## src/hdl/fpm_pkg.sv

```systemverilog
package fpm_pkg;

  // ***********************************************************
  // clock and switch timing
  // ***********************************************************
  localparam int CLK_KHZ       = 10000;
  localparam int DB_TIME_MS    = 5;
  localparam int DB_CYC        = DB_TIME_MS * CLK_KHZ;
  localparam int RPT_DELAY_MS  = 500;
  localparam int RPT_DELAY_CYC = RPT_DELAY_MS * CLK_KHZ;
  localparam int RPT_RATE_MS   = 100;
  localparam int RPT_RATE_CYC  = RPT_RATE_MS * CLK_KHZ;
  localparam int CNT_W         = 24;

  // ***********************************************************
  // register map
  // ***********************************************************
  localparam logic [7:0] CTRL_ADDR   = 8'h00;
  localparam logic [7:0] STAT_ADDR   = 8'h04;
  localparam logic [7:0] LEVEL_ADDR  = 8'h08;
  localparam logic [7:0] PRESET_ADDR = 8'h0C;
  localparam logic [7:0] EDIT_ADDR   = 8'h10;
  localparam int         CTRL_LOCK   = 0;
  localparam int         CTRL_GEN    = 1;
  localparam int         CTRL_LAST   = 2;
  localparam logic       LOCK_RST    = 1'h0;
  localparam logic       GEN_RST     = 1'h0;
  localparam logic       LAST_RST    = 1'h0;

  // ***********************************************************
  // parameter list and value ranges
  // ***********************************************************
  localparam int               IDX_W     = 4;
  localparam logic [IDX_W-1:0] GEN_IDX   = 4'h0;
  localparam logic [IDX_W-1:0] LEVEL_IDX = 4'h1;
  localparam logic [IDX_W-1:0] IDX_LAST  = 4'hF;
  localparam logic [7:0]       VAL_MAX   = 8'h0F;
  localparam logic [7:0]       VAL_RST   = 8'h00;
  localparam logic signed [7:0] LVL_MIN  = -8'sh18;
  localparam logic signed [7:0] LVL_MAX  = 8'sh09;
  localparam logic signed [7:0] LVL_STEP = 8'sh03;
  localparam logic [31:0]      TC_RST    = 32'h0000_0000;
  localparam logic [7:0]       HH_MAX    = 8'h17;
  localparam logic [7:0]       MS_MAX    = 8'h3B;
  localparam logic [7:0]       FF_MAX    = 8'h1D;
  localparam logic [1:0]       FLD_HH    = 2'h0;
  localparam logic [1:0]       FLD_FF    = 2'h3;

  // ***********************************************************
  // switches and display states
  // ***********************************************************
  localparam int NUM_SW = 7;
  localparam int SW_SET = 0;
  localparam int SW_DN  = 1;
  localparam int SW_UP  = 2;
  localparam int SW_RUN = 3;
  localparam int SW_CLK = 4;
  localparam int SW_POS = 5;
  localparam int SW_FRM = 6;

  typedef enum logic [1:0] {
    FPM_TC,
    FPM_NAME,
    FPM_VALUE
  } fpm_state_e;

endpackage

```

## src/hdl/fpm_top.sv

```systemverilog
`timescale 1ns/1ns
// Function
// - lockout on ignores all panel presses and lights remote-only LED.
// - clock, position and frame switches held together end lockout.
// - set in time code display moves to parameter name.
// - set in name display moves to that parameter's value.
// - set in value display commits value, returns to time code.
// - down/up in name display step through parameter list.
// - down/up in value display step through permitted range.
// - down+up together during time code entry cycles entry field.
// - run in time code display toggles generator running in generator-preset mode.
// - run in time code display, generator mode off, clears counter.
// - run elsewhere cancels the edit without committing.
// - holding up or down repeats the step automatically.
// - name display opens at generator preset or last used.
// - output level steps by a fixed 3 dBu increment.
// - lockout, firmware, burn window, gpio, varispeed not in menu.
// - output level clamps at -24 dBu and +9 dBu.
module fpm_top
  import fpm_pkg::*;
#(
  parameter int       DB_CYCLES  = DB_CYC,
  parameter int       RPT_DELAY  = RPT_DELAY_CYC,
  parameter int       RPT_RATE   = RPT_RATE_CYC,
  parameter int       NUM_PARAMS = 16,
  parameter bit [7:0] PARAM_MAX  = VAL_MAX
) (
  input  wire logic        clk_i,
  input  wire logic        rst_i,
  input  wire logic        hsel_i,
  input  wire logic [31:0] haddr_i,
  input  wire logic [1:0]  htrans_i,
  input  wire logic        hwrite_i,
  input  wire logic [2:0]  hsize_i,
  input  wire logic [31:0] hwdata_i,
  input  wire logic        hready_i,
  output logic      [31:0] hrdata_o,
  output logic             hreadyout_o,
  output logic             hresp_o,
  input  wire logic        set_sw_i,
  input  wire logic        down_sw_i,
  input  wire logic        up_sw_i,
  input  wire logic        run_sw_i,
  input  wire logic        clk_ref_sw_i,
  input  wire logic        pos_ref_sw_i,
  input  wire logic        frame_sw_i,
  output logic      [1:0]  disp_state_o,
  output logic      [3:0]  disp_idx_o,
  output logic      [7:0]  disp_value_o,
  output logic      [1:0]  tc_field_o,
  output logic             gen_run_o,
  output logic             counter_clear_o,
  output logic             remote_only_led_o,
  output logic             clk_ref_press_o,
  output logic             pos_ref_press_o,
  output logic             frame_press_o
);

  // ***********************************************************
  // declarations
  // ***********************************************************
  localparam logic [CNT_W-1:0] DLY_LIM = CNT_W'(RPT_DELAY - 1);
  localparam logic [CNT_W-1:0] RATE_LIM = CNT_W'(RPT_RATE - 1);
  localparam logic [IDX_W-1:0] IDX_MAX = IDX_W'(NUM_PARAMS - 1);

  logic [NUM_SW-1:0] sw_raw;
  logic [NUM_SW-1:0] sw_lvl;
  logic [NUM_SW-1:0] sw_rise;
  logic [NUM_SW-1:0] act;
  logic              chord;
  logic              held;
  logic              up_step;
  logic              dn_step;
  logic              fld_step;
  logic              wr_ctrl;

  fpm_state_e        state_reg;
  logic [IDX_W-1:0]  idx_reg;
  logic [IDX_W-1:0]  last_reg;
  logic [7:0]        edit_reg;
  logic [7:0]        edit_next;
  logic [31:0]       edit_tc_reg;
  logic [31:0]       edit_tc_next;
  logic [1:0]        fld_reg;
  logic [31:0]       preset_reg;
  logic [7:0]        val_mem [NUM_PARAMS];
  logic              lock_reg;
  logic              gen_mode_reg;
  logic              last_en_reg;
  logic              run_reg;
  logic              clr_reg;
  logic [CNT_W-1:0]  rpt_cnt_reg;
  logic              rpt_first_reg;
  logic              rpt_reg;
  logic              wr_pend_reg;
  logic [7:0]        addr_reg;
  logic [31:0]       rdata_reg;
  logic [7:0]        disp_reg;
  logic [2:0]        press_reg;

  // ***********************************************************
  // switch conditioning
  // ***********************************************************
  assign sw_raw = {frame_sw_i, pos_ref_sw_i, clk_ref_sw_i, run_sw_i,
                   up_sw_i, down_sw_i, set_sw_i};

  fpm_debounce #(
    .N         (NUM_SW),
    .DB_CYCLES (DB_CYCLES)
  ) u_debounce (
    .clk_i   (clk_i),
    .rst_i   (rst_i),
    .raw_i   (sw_raw),
    .level_o (sw_lvl),
    .rise_o  (sw_rise)
  );

  // presses are dropped while locked
  assign act = sw_rise & {NUM_SW{~lock_reg}};
  assign chord = sw_lvl[SW_CLK] & sw_lvl[SW_POS] & sw_lvl[SW_FRM];
  assign held = ~lock_reg & (sw_lvl[SW_UP] ^ sw_lvl[SW_DN]);

  assign fld_step = (act[SW_UP] & sw_lvl[SW_DN])
                  | (act[SW_DN] & sw_lvl[SW_UP]);
  assign up_step = (act[SW_UP] & ~sw_lvl[SW_DN])
                 | (rpt_reg & held & sw_lvl[SW_UP]);
  assign dn_step = (act[SW_DN] & ~sw_lvl[SW_UP])
                 | (rpt_reg & held & sw_lvl[SW_DN]);

  // ***********************************************************
  // auto repeat
  // ***********************************************************
  always_ff @(posedge clk_i) begin
    if (rst_i) begin
      rpt_cnt_reg   <= '0;
      rpt_first_reg <= 1'b1;
      rpt_reg       <= 1'b0;
    end else begin
      rpt_reg <= 1'b0;
      if (!held) begin
        rpt_cnt_reg   <= '0;
        rpt_first_reg <= 1'b1;
      end else if (rpt_cnt_reg == (rpt_first_reg ? DLY_LIM : RATE_LIM))
      begin
        rpt_cnt_reg   <= '0;
        rpt_first_reg <= 1'b0;
        rpt_reg       <= 1'b1;
      end else begin
        rpt_cnt_reg <= rpt_cnt_reg + 1'b1;
      end
    end
  end

  // ***********************************************************
  // lockout and control bits
  // ***********************************************************
  assign wr_ctrl = wr_pend_reg && (addr_reg == CTRL_ADDR);

  always_ff @(posedge clk_i) begin
    if (rst_i) begin
      lock_reg <= LOCK_RST;
    end else if (chord) begin
      lock_reg <= 1'b0;
    end else if (wr_ctrl) begin
      lock_reg <= hwdata_i[CTRL_LOCK];
    end
  end

  always_ff @(posedge clk_i) begin
    if (rst_i) begin
      gen_mode_reg <= GEN_RST;
      last_en_reg  <= LAST_RST;
    end else if (wr_ctrl) begin
      gen_mode_reg <= hwdata_i[CTRL_GEN];
      last_en_reg  <= hwdata_i[CTRL_LAST];
    end
  end

  // ***********************************************************
  // display state machine
  // ***********************************************************
  always_ff @(posedge clk_i) begin
    if (rst_i) begin
      state_reg <= FPM_TC;
    end else begin
      unique case (state_reg)
        FPM_TC: begin
          if (act[SW_SET]) begin
            state_reg <= FPM_NAME;
          end
        end
        FPM_NAME: begin
          if (act[SW_SET]) begin
            state_reg <= FPM_VALUE;
          end else if (act[SW_RUN]) begin
            state_reg <= FPM_TC;
          end
        end
        FPM_VALUE: begin
          if (act[SW_SET]) begin
            state_reg <= FPM_TC;
          end else if (act[SW_RUN]) begin
            state_reg <= FPM_TC;
          end
        end
      endcase
    end
  end

  // ***********************************************************
  // parameter selection
  // ***********************************************************
  // the menu list holds only panel parameters
  always_ff @(posedge clk_i) begin
    if (rst_i) begin
      idx_reg  <= GEN_IDX;
      last_reg <= GEN_IDX;
    end else if (state_reg == FPM_TC && act[SW_SET]) begin
      idx_reg <= last_en_reg ? last_reg : GEN_IDX;
    end else if (state_reg == FPM_NAME) begin
      if (up_step) begin
        idx_reg <= (idx_reg == IDX_MAX) ? GEN_IDX
                                        : idx_reg + 1'b1;
      end else if (dn_step) begin
        idx_reg <= (idx_reg == GEN_IDX) ? IDX_MAX
                                        : idx_reg - 1'b1;
      end
    end else if (state_reg == FPM_VALUE && act[SW_SET]) begin
      last_reg <= idx_reg;
    end
  end

  // ***********************************************************
  // value editing
  // ***********************************************************
  function automatic logic [7:0] fld_max(input logic [1:0] f);
    logic [7:0] m;
    m = MS_MAX;
    if (f == FLD_HH) begin
      m = HH_MAX;
    end else if (f == FLD_FF) begin
      m = FF_MAX;
    end
    return m;
  endfunction

  always_comb begin
    logic [7:0] fv;
    fv           = edit_tc_reg[fld_reg*8 +: 8];
    edit_next    = edit_reg;
    edit_tc_next = edit_tc_reg;
    if (idx_reg == GEN_IDX) begin
      if (up_step) begin
        fv = (fv >= fld_max(fld_reg)) ? 8'h00 : fv + 8'h01;
      end else if (dn_step) begin
        fv = (fv == 8'h00) ? fld_max(fld_reg) : fv - 8'h01;
      end
      edit_tc_next[fld_reg*8 +: 8] = fv;
    end else if (idx_reg == LEVEL_IDX) begin
      if (up_step && $signed(edit_reg) <= LVL_MAX - LVL_STEP) begin
        edit_next = edit_reg + LVL_STEP;
      end else if (dn_step && $signed(edit_reg) >= LVL_MIN + LVL_STEP)
      begin
        edit_next = edit_reg - LVL_STEP;
      end
    end else begin
      if (up_step) begin
        edit_next = (edit_reg >= PARAM_MAX) ? 8'h00
                                            : edit_reg + 8'h01;
      end else if (dn_step) begin
        edit_next = (edit_reg == 8'h00) ? PARAM_MAX
                                        : edit_reg - 8'h01;
      end
    end
  end

  always_ff @(posedge clk_i) begin
    if (rst_i) begin
      edit_reg    <= VAL_RST;
      edit_tc_reg <= TC_RST;
      fld_reg     <= FLD_HH;
    end else if (state_reg == FPM_NAME && act[SW_SET]) begin
      edit_reg    <= val_mem[idx_reg];
      edit_tc_reg <= preset_reg;
      fld_reg     <= FLD_HH;
    end else if (state_reg == FPM_VALUE) begin
      if (fld_step && idx_reg == GEN_IDX) begin
        fld_reg <= fld_reg + 2'h1;
      end else begin
        edit_reg    <= edit_next;
        edit_tc_reg <= edit_tc_next;
      end
    end
  end

  // ***********************************************************
  // committed settings
  // ***********************************************************
  genvar p;
  generate
    for (p = 0; p < NUM_PARAMS; p++) begin : g_val
      always_ff @(posedge clk_i) begin
        if (rst_i) begin
          val_mem[p] <= VAL_RST;
        end else if (state_reg == FPM_VALUE && act[SW_SET]
                     && idx_reg == IDX_W'(p)) begin
          val_mem[p] <= edit_reg;
        end
      end
    end
  endgenerate

  always_ff @(posedge clk_i) begin
    if (rst_i) begin
      preset_reg <= TC_RST;
    end else if (state_reg == FPM_VALUE && act[SW_SET]
                 && idx_reg == GEN_IDX) begin
      preset_reg <= edit_tc_reg;
    end
  end

  // ***********************************************************
  // generator run and counter clear
  // ***********************************************************
  always_ff @(posedge clk_i) begin
    if (rst_i) begin
      run_reg <= 1'b0;
      clr_reg <= 1'b0;
    end else begin
      clr_reg <= 1'b0;
      if (state_reg == FPM_TC && act[SW_RUN]) begin
        if (gen_mode_reg) begin
          run_reg <= ~run_reg;
        end else begin
          clr_reg <= 1'b1;
        end
      end
    end
  end

  // ***********************************************************
  // panel outputs
  // ***********************************************************
  always_ff @(posedge clk_i) begin
    if (rst_i) begin
      disp_reg  <= 8'h00;
      press_reg <= 3'h0;
    end else begin
      press_reg <= act[SW_FRM:SW_CLK];
      unique case (state_reg)
        FPM_TC:    disp_reg <= 8'h00;
        FPM_NAME:  disp_reg <= 8'(idx_reg);
        FPM_VALUE: disp_reg <= (idx_reg == GEN_IDX)
                               ? edit_tc_reg[fld_reg*8 +: 8] : edit_reg;
        default:   disp_reg <= 8'h00;
      endcase
    end
  end

  assign disp_state_o      = state_reg;
  assign disp_idx_o        = idx_reg;
  assign disp_value_o      = disp_reg;
  assign tc_field_o        = fld_reg;
  assign gen_run_o         = run_reg;
  assign counter_clear_o   = clr_reg;
  assign remote_only_led_o = lock_reg;
  assign clk_ref_press_o   = press_reg[0];
  assign pos_ref_press_o   = press_reg[1];
  assign frame_press_o     = press_reg[2];

  // ***********************************************************
  // bus slave
  // ***********************************************************
  always_ff @(posedge clk_i) begin
    if (rst_i) begin
      wr_pend_reg <= 1'b0;
      addr_reg    <= 8'h00;
      rdata_reg   <= 32'h0000_0000;
    end else if (hready_i) begin
      wr_pend_reg <= hsel_i & htrans_i[1] & hwrite_i;
      addr_reg    <= haddr_i[7:0];
      rdata_reg   <= 32'h0000_0000;
      if (hsel_i && htrans_i[1] && !hwrite_i) begin
        unique case (haddr_i[7:0])
          CTRL_ADDR:   rdata_reg <= 32'({last_en_reg, gen_mode_reg,
                                         lock_reg});
          STAT_ADDR:   rdata_reg <= 32'({fld_reg, idx_reg, run_reg,
                                         lock_reg, state_reg});
          LEVEL_ADDR:  rdata_reg <= 32'(val_mem[LEVEL_IDX]);
          PRESET_ADDR: rdata_reg <= preset_reg;
          EDIT_ADDR:   rdata_reg <= 32'({edit_tc_reg[23:0], edit_reg});
          default:     rdata_reg <= 32'h0000_0000;
        endcase
      end
    end
  end

  assign hrdata_o    = rdata_reg;
  assign hreadyout_o = 1'b1;
  assign hresp_o     = 1'b0;

endmodule

```

## src/hdl/fpm_debounce.sv

```systemverilog
`timescale 1ns/1ns
module fpm_debounce
  import fpm_pkg::*;
#(
  parameter int N         = NUM_SW,
  parameter int DB_CYCLES = DB_CYC
) (
  input  wire logic         clk_i,
  input  wire logic         rst_i,
  input  wire logic [N-1:0] raw_i,
  output logic      [N-1:0] level_o,
  output logic      [N-1:0] rise_o
);

  // ***********************************************************
  // per-switch stability counter
  // ***********************************************************
  localparam logic [CNT_W-1:0] LIM = CNT_W'(DB_CYCLES - 1);

  genvar g;
  generate
    for (g = 0; g < N; g++) begin : g_sw
      logic [CNT_W-1:0] cnt_reg;

      always_ff @(posedge clk_i) begin
        if (rst_i) begin
          cnt_reg    <= '0;
          level_o[g] <= 1'b0;
          rise_o[g]  <= 1'b0;
        end else begin
          rise_o[g] <= 1'b0;
          if (raw_i[g] == level_o[g]) begin
            cnt_reg <= '0;
          end else if (cnt_reg == LIM) begin
            // one stable change to pressed gives one press edge; a release gives none
            cnt_reg    <= '0;
            level_o[g] <= raw_i[g];
            rise_o[g]  <= raw_i[g];
          end else begin
            cnt_reg <= cnt_reg + 1'b1;
          end
        end
      end
    end
  endgenerate

endmodule

```

## config.mk

```make
export PLATFORM = sky130hd
export DESIGN_NAME = fpm_top
export DESIGN_NICKNAME = d
export VERILOG_FILES = /design/src/hdl/fpm_pkg.sv /design/src/hdl/fpm_top.sv /design/src/hdl/fpm_debounce.sv
export SDC_FILE = /design/constraint.sdc
export NUM_CORES = 1
export LEC_CHECK = 0
export ABC_CLOCK_PERIOD_IN_PS = 4600
export BUFFER_PORTS_ARGS = -buffer_cell sky130_fd_sc_hd__buf_2
export CORE_MARGIN = 3
export CORE_UTILIZATION = 61
export DETAILED_ROUTE_END_ITERATION = 8
export GPL_ROUTABILITY_DRIVEN = 0
export PLACE_DENSITY = 0.8
export SYNTH_ARGS = -nofsm -noshare
export SYNTH_HDL_FRONTEND = slang
export SYNTH_SLANG_ARGS = --single-unit
```

## constraint.sdc

```tcl
create_clock -name clk_i -period 4.6 [get_ports clk_i]
set_input_delay 0.23 -clock clk_i [delete_from_list [all_inputs] [get_ports clk_i]]
set_output_delay 0.23 -clock clk_i [all_outputs]
set_load 0.05 [all_outputs]
```

==> metrics <==
top cells by area, synth=dfxtp_1 (32%), edfxtp_1 (17%), nor2_1 (6.3%), mux4_2 (4.8%), xor2_1 (4.2%); post-cts resize count=0; initial core utilization=62.24%; Synth Net Count=2403; initial antenna violation count=3; DIE HEIGHT=197.0 um; Critical Path AT=4.28 ns; Area after DPL=22860 um2; Hold WS=0.1254 ns; Fmax=260.3 MHz; crit-path max cell delay=0.66 ns; Seq pwr share=50.2%; gr ovfl total=0; Async SR Flop Fraction=0%; Tightest Pin Transition=1.193 ns; status=completed; nets@finish=2439; share of post-route cells with drive strength above 1=10.68%; Final Setup Violations=0; postcts setup bufs=0; Synth warnings=0; Tcrit/Tclk final=83.50%; clock sinks=481; CTS Buffer Depth=3; prevailing post-synth register cell=dfxtp_1; Hold Vio Cnt, Final=0; Worst-path clk slew=0.07 ns; Post-synth EDFFs=128; syn avg cell area=9.744 um2; Mapped Area=22250 um2; Tmin final=3.841 ns; Detail Placement HPWL=35070 um; slew margin rel.=20.34%; worst IR drop on VDD=278.7 uV; DRT antenna net count=0; design area=24760 um2; Die Wd=197.0 um; most common cell in the netlist=nor2_1; overall global routing resource usage=27.19%; Die ar.=38800 um2; Clk Latency, worst-skew pair=0.58 ns; Slowest cell on crit path=nor4_2; Syn Inst Count=2283; most frequent cell on the critical path=o21ai_0; NetSw=1.827 mW; CP required=5.04 ns; Unique masters post-synth=70; site row count=69; clock network fraction of total power=47.5%; vias in the first global route=16830; largest net degree at the start of global routing=79; worst setup path class=flop to flop; Post-Route WL=53300 um; Hold Path Class=input port to flop; drt first pass iters=9; buffers added on ports=77; H-tree Lvls=2; post-route setup slack=0.7590 ns; flip-flop count of the largest register after layout=168; initial drt markers=1844; maxcap violations=0; first-pass GRT wire length=86530 um; Startpoint Class=flop; commonest cells in the netlist=nor2_1 (372), dfxtp_1 (353), nand2_1 (133); drt wl/cell=18.89 um; critical-path cell list=nor4_2, nor3b_1, o21ai_0, ha_1, nor2b_1, o21ai_0, nand2b_1, a21oi_1, mux2i_1, o311ai_0, nand2_1; Num CTS Buffers=49; Power Density=355.0 nW/um2; Switching Share=20.78%; CTS tree=built; io pins=137; Vias/cell=6.224; Logic pwr share=2.3%; unrepaired setup endpoints after global routing=no; Worst Path Max Fanout=8; root buffer cell=clkbuf_16; CP endpoint kind=flop; Post-Route Setup TNS=0 ns; leakage=8.754 nW; vias=17560; Syn-to-layout area delta=11.31%; register bit total from synthesis=481; Seq/Total Area, Yosys=49.05%; core area=35740 um2; area leader, netlist=dfxtp_1; depth of the worst register-to-register path=11; # hold bufs at CTS=19; Fillers=2677; Final Max Tran Viols=0; setup slack at placement=0.8723 ns; area share of the largest cell type after synthesis=31.77%; DRC viols=0; Pint=6.963 mW; clk_skew=0.01945 ns; Hold Crit Depth=3
## per-stage QoR
stage / total power, mW / instances / utilization [%]
5_1_grt: 9.033 / 2822 / 69.27
2_1_floorplan: 4.622 / 2283 / -
6_report: 8.790 / 2822 / 69.27
4_1_cts: 8.829 / 2821 / 69.27
3_5_place_dp: 4.685 / 2710 / 63.96
3_3_place_gp: 4.676 / 2710 / 63.96
## final timing paths
path	endpoint	startpoint	slack, ns
max	edit_reg[6]	edit_reg[4]	0.76
min	addr_reg[2]	hready_i	0.13
max reg2reg	edit_reg[6]	edit_reg[4]	0.76
min reg2reg	press_reg[0]	u_debounce.rise_o[4]	0.42
## critical path: cells and delay by family (launching register included)
kind / cells / cell delay [ns]
AOI/OAI and AO/OA: 4 / 1.24
adders and majority gates: 1 / 0.46
muxes: 1 / 0.12
and+or+nand+nor: 5 / 1.56
DFF: 1 / 0.32
## power by group through the flow
stage / logic (mW) / clock network (mW) / registers, mW
global placement: 0.181 / 0 / 4.50
finish: 0.204 / 4.18 / 4.41
floorplan: 0.129 / 0 / 4.49
detailed placement: 0.186 / 0 / 4.50
global route: 0.220 / 4.40 / 4.41
CTS: 0.200 / 4.22 / 4.41
## cells by family (layout without fill, tap and decap cells)
logic type | Yosys count | count (layout) | synth area share [%]
compound gates | 336 | 336 | 10.33
simple gates | 998 | 998 | 22.05
other cells | 2 | 3 | 0.03376
mux | 80 | 80 | 6.271
fa+ha+maj | 39 | 39 | 2.227
flops | 481 | 481 | 49.05
xor+xnor | 180 | 180 | 7.087
buf+inv | 167 | 244 | 2.947
## layout make-up
type                    count  area (um2)  area share [%]
clock inverters            25       321.6           1.299
inverters                  37       138.9          0.5609
clock buffers              67        1386           5.599
diodes                      1       2.502         0.01011
flip-flops and latches    481       10910           44.07
well taps                 461       576.8           2.330
repair buffers            115       720.7           2.911
multi-input cells        1635       10700           43.22
## metal layers
metal  global-route usage [%]  routed length (um)  vias to the layer above
met4                    9.979                1738                        0
li1                         -                   -                     8258
met3                    4.479                4219                      118
met2                    45.02               25520                      762
met5                        0                   0                        -
met1                    36.41               21820                     8425
## layout by cell type, fill, tap and decap left out, drive strengths merged, types with 19 or more instances in the layout
cell         count
dlygate4sd3     19
edfxtp         128
mux2i           28
and2           111
buf             96
clkbuf          67
nor4            34
xnor2           73
and3            46
o21ai           58
inv             36
nor3            60
nand2          133
mux4            47
nand3          103
nor2           372
or3             27
a22o            32
nand4           35
a21oi           81
a222oi          19
xor2           107
ha              38
a22oi           48
dfxtp          353
Power figures use the tool's default switching activity.
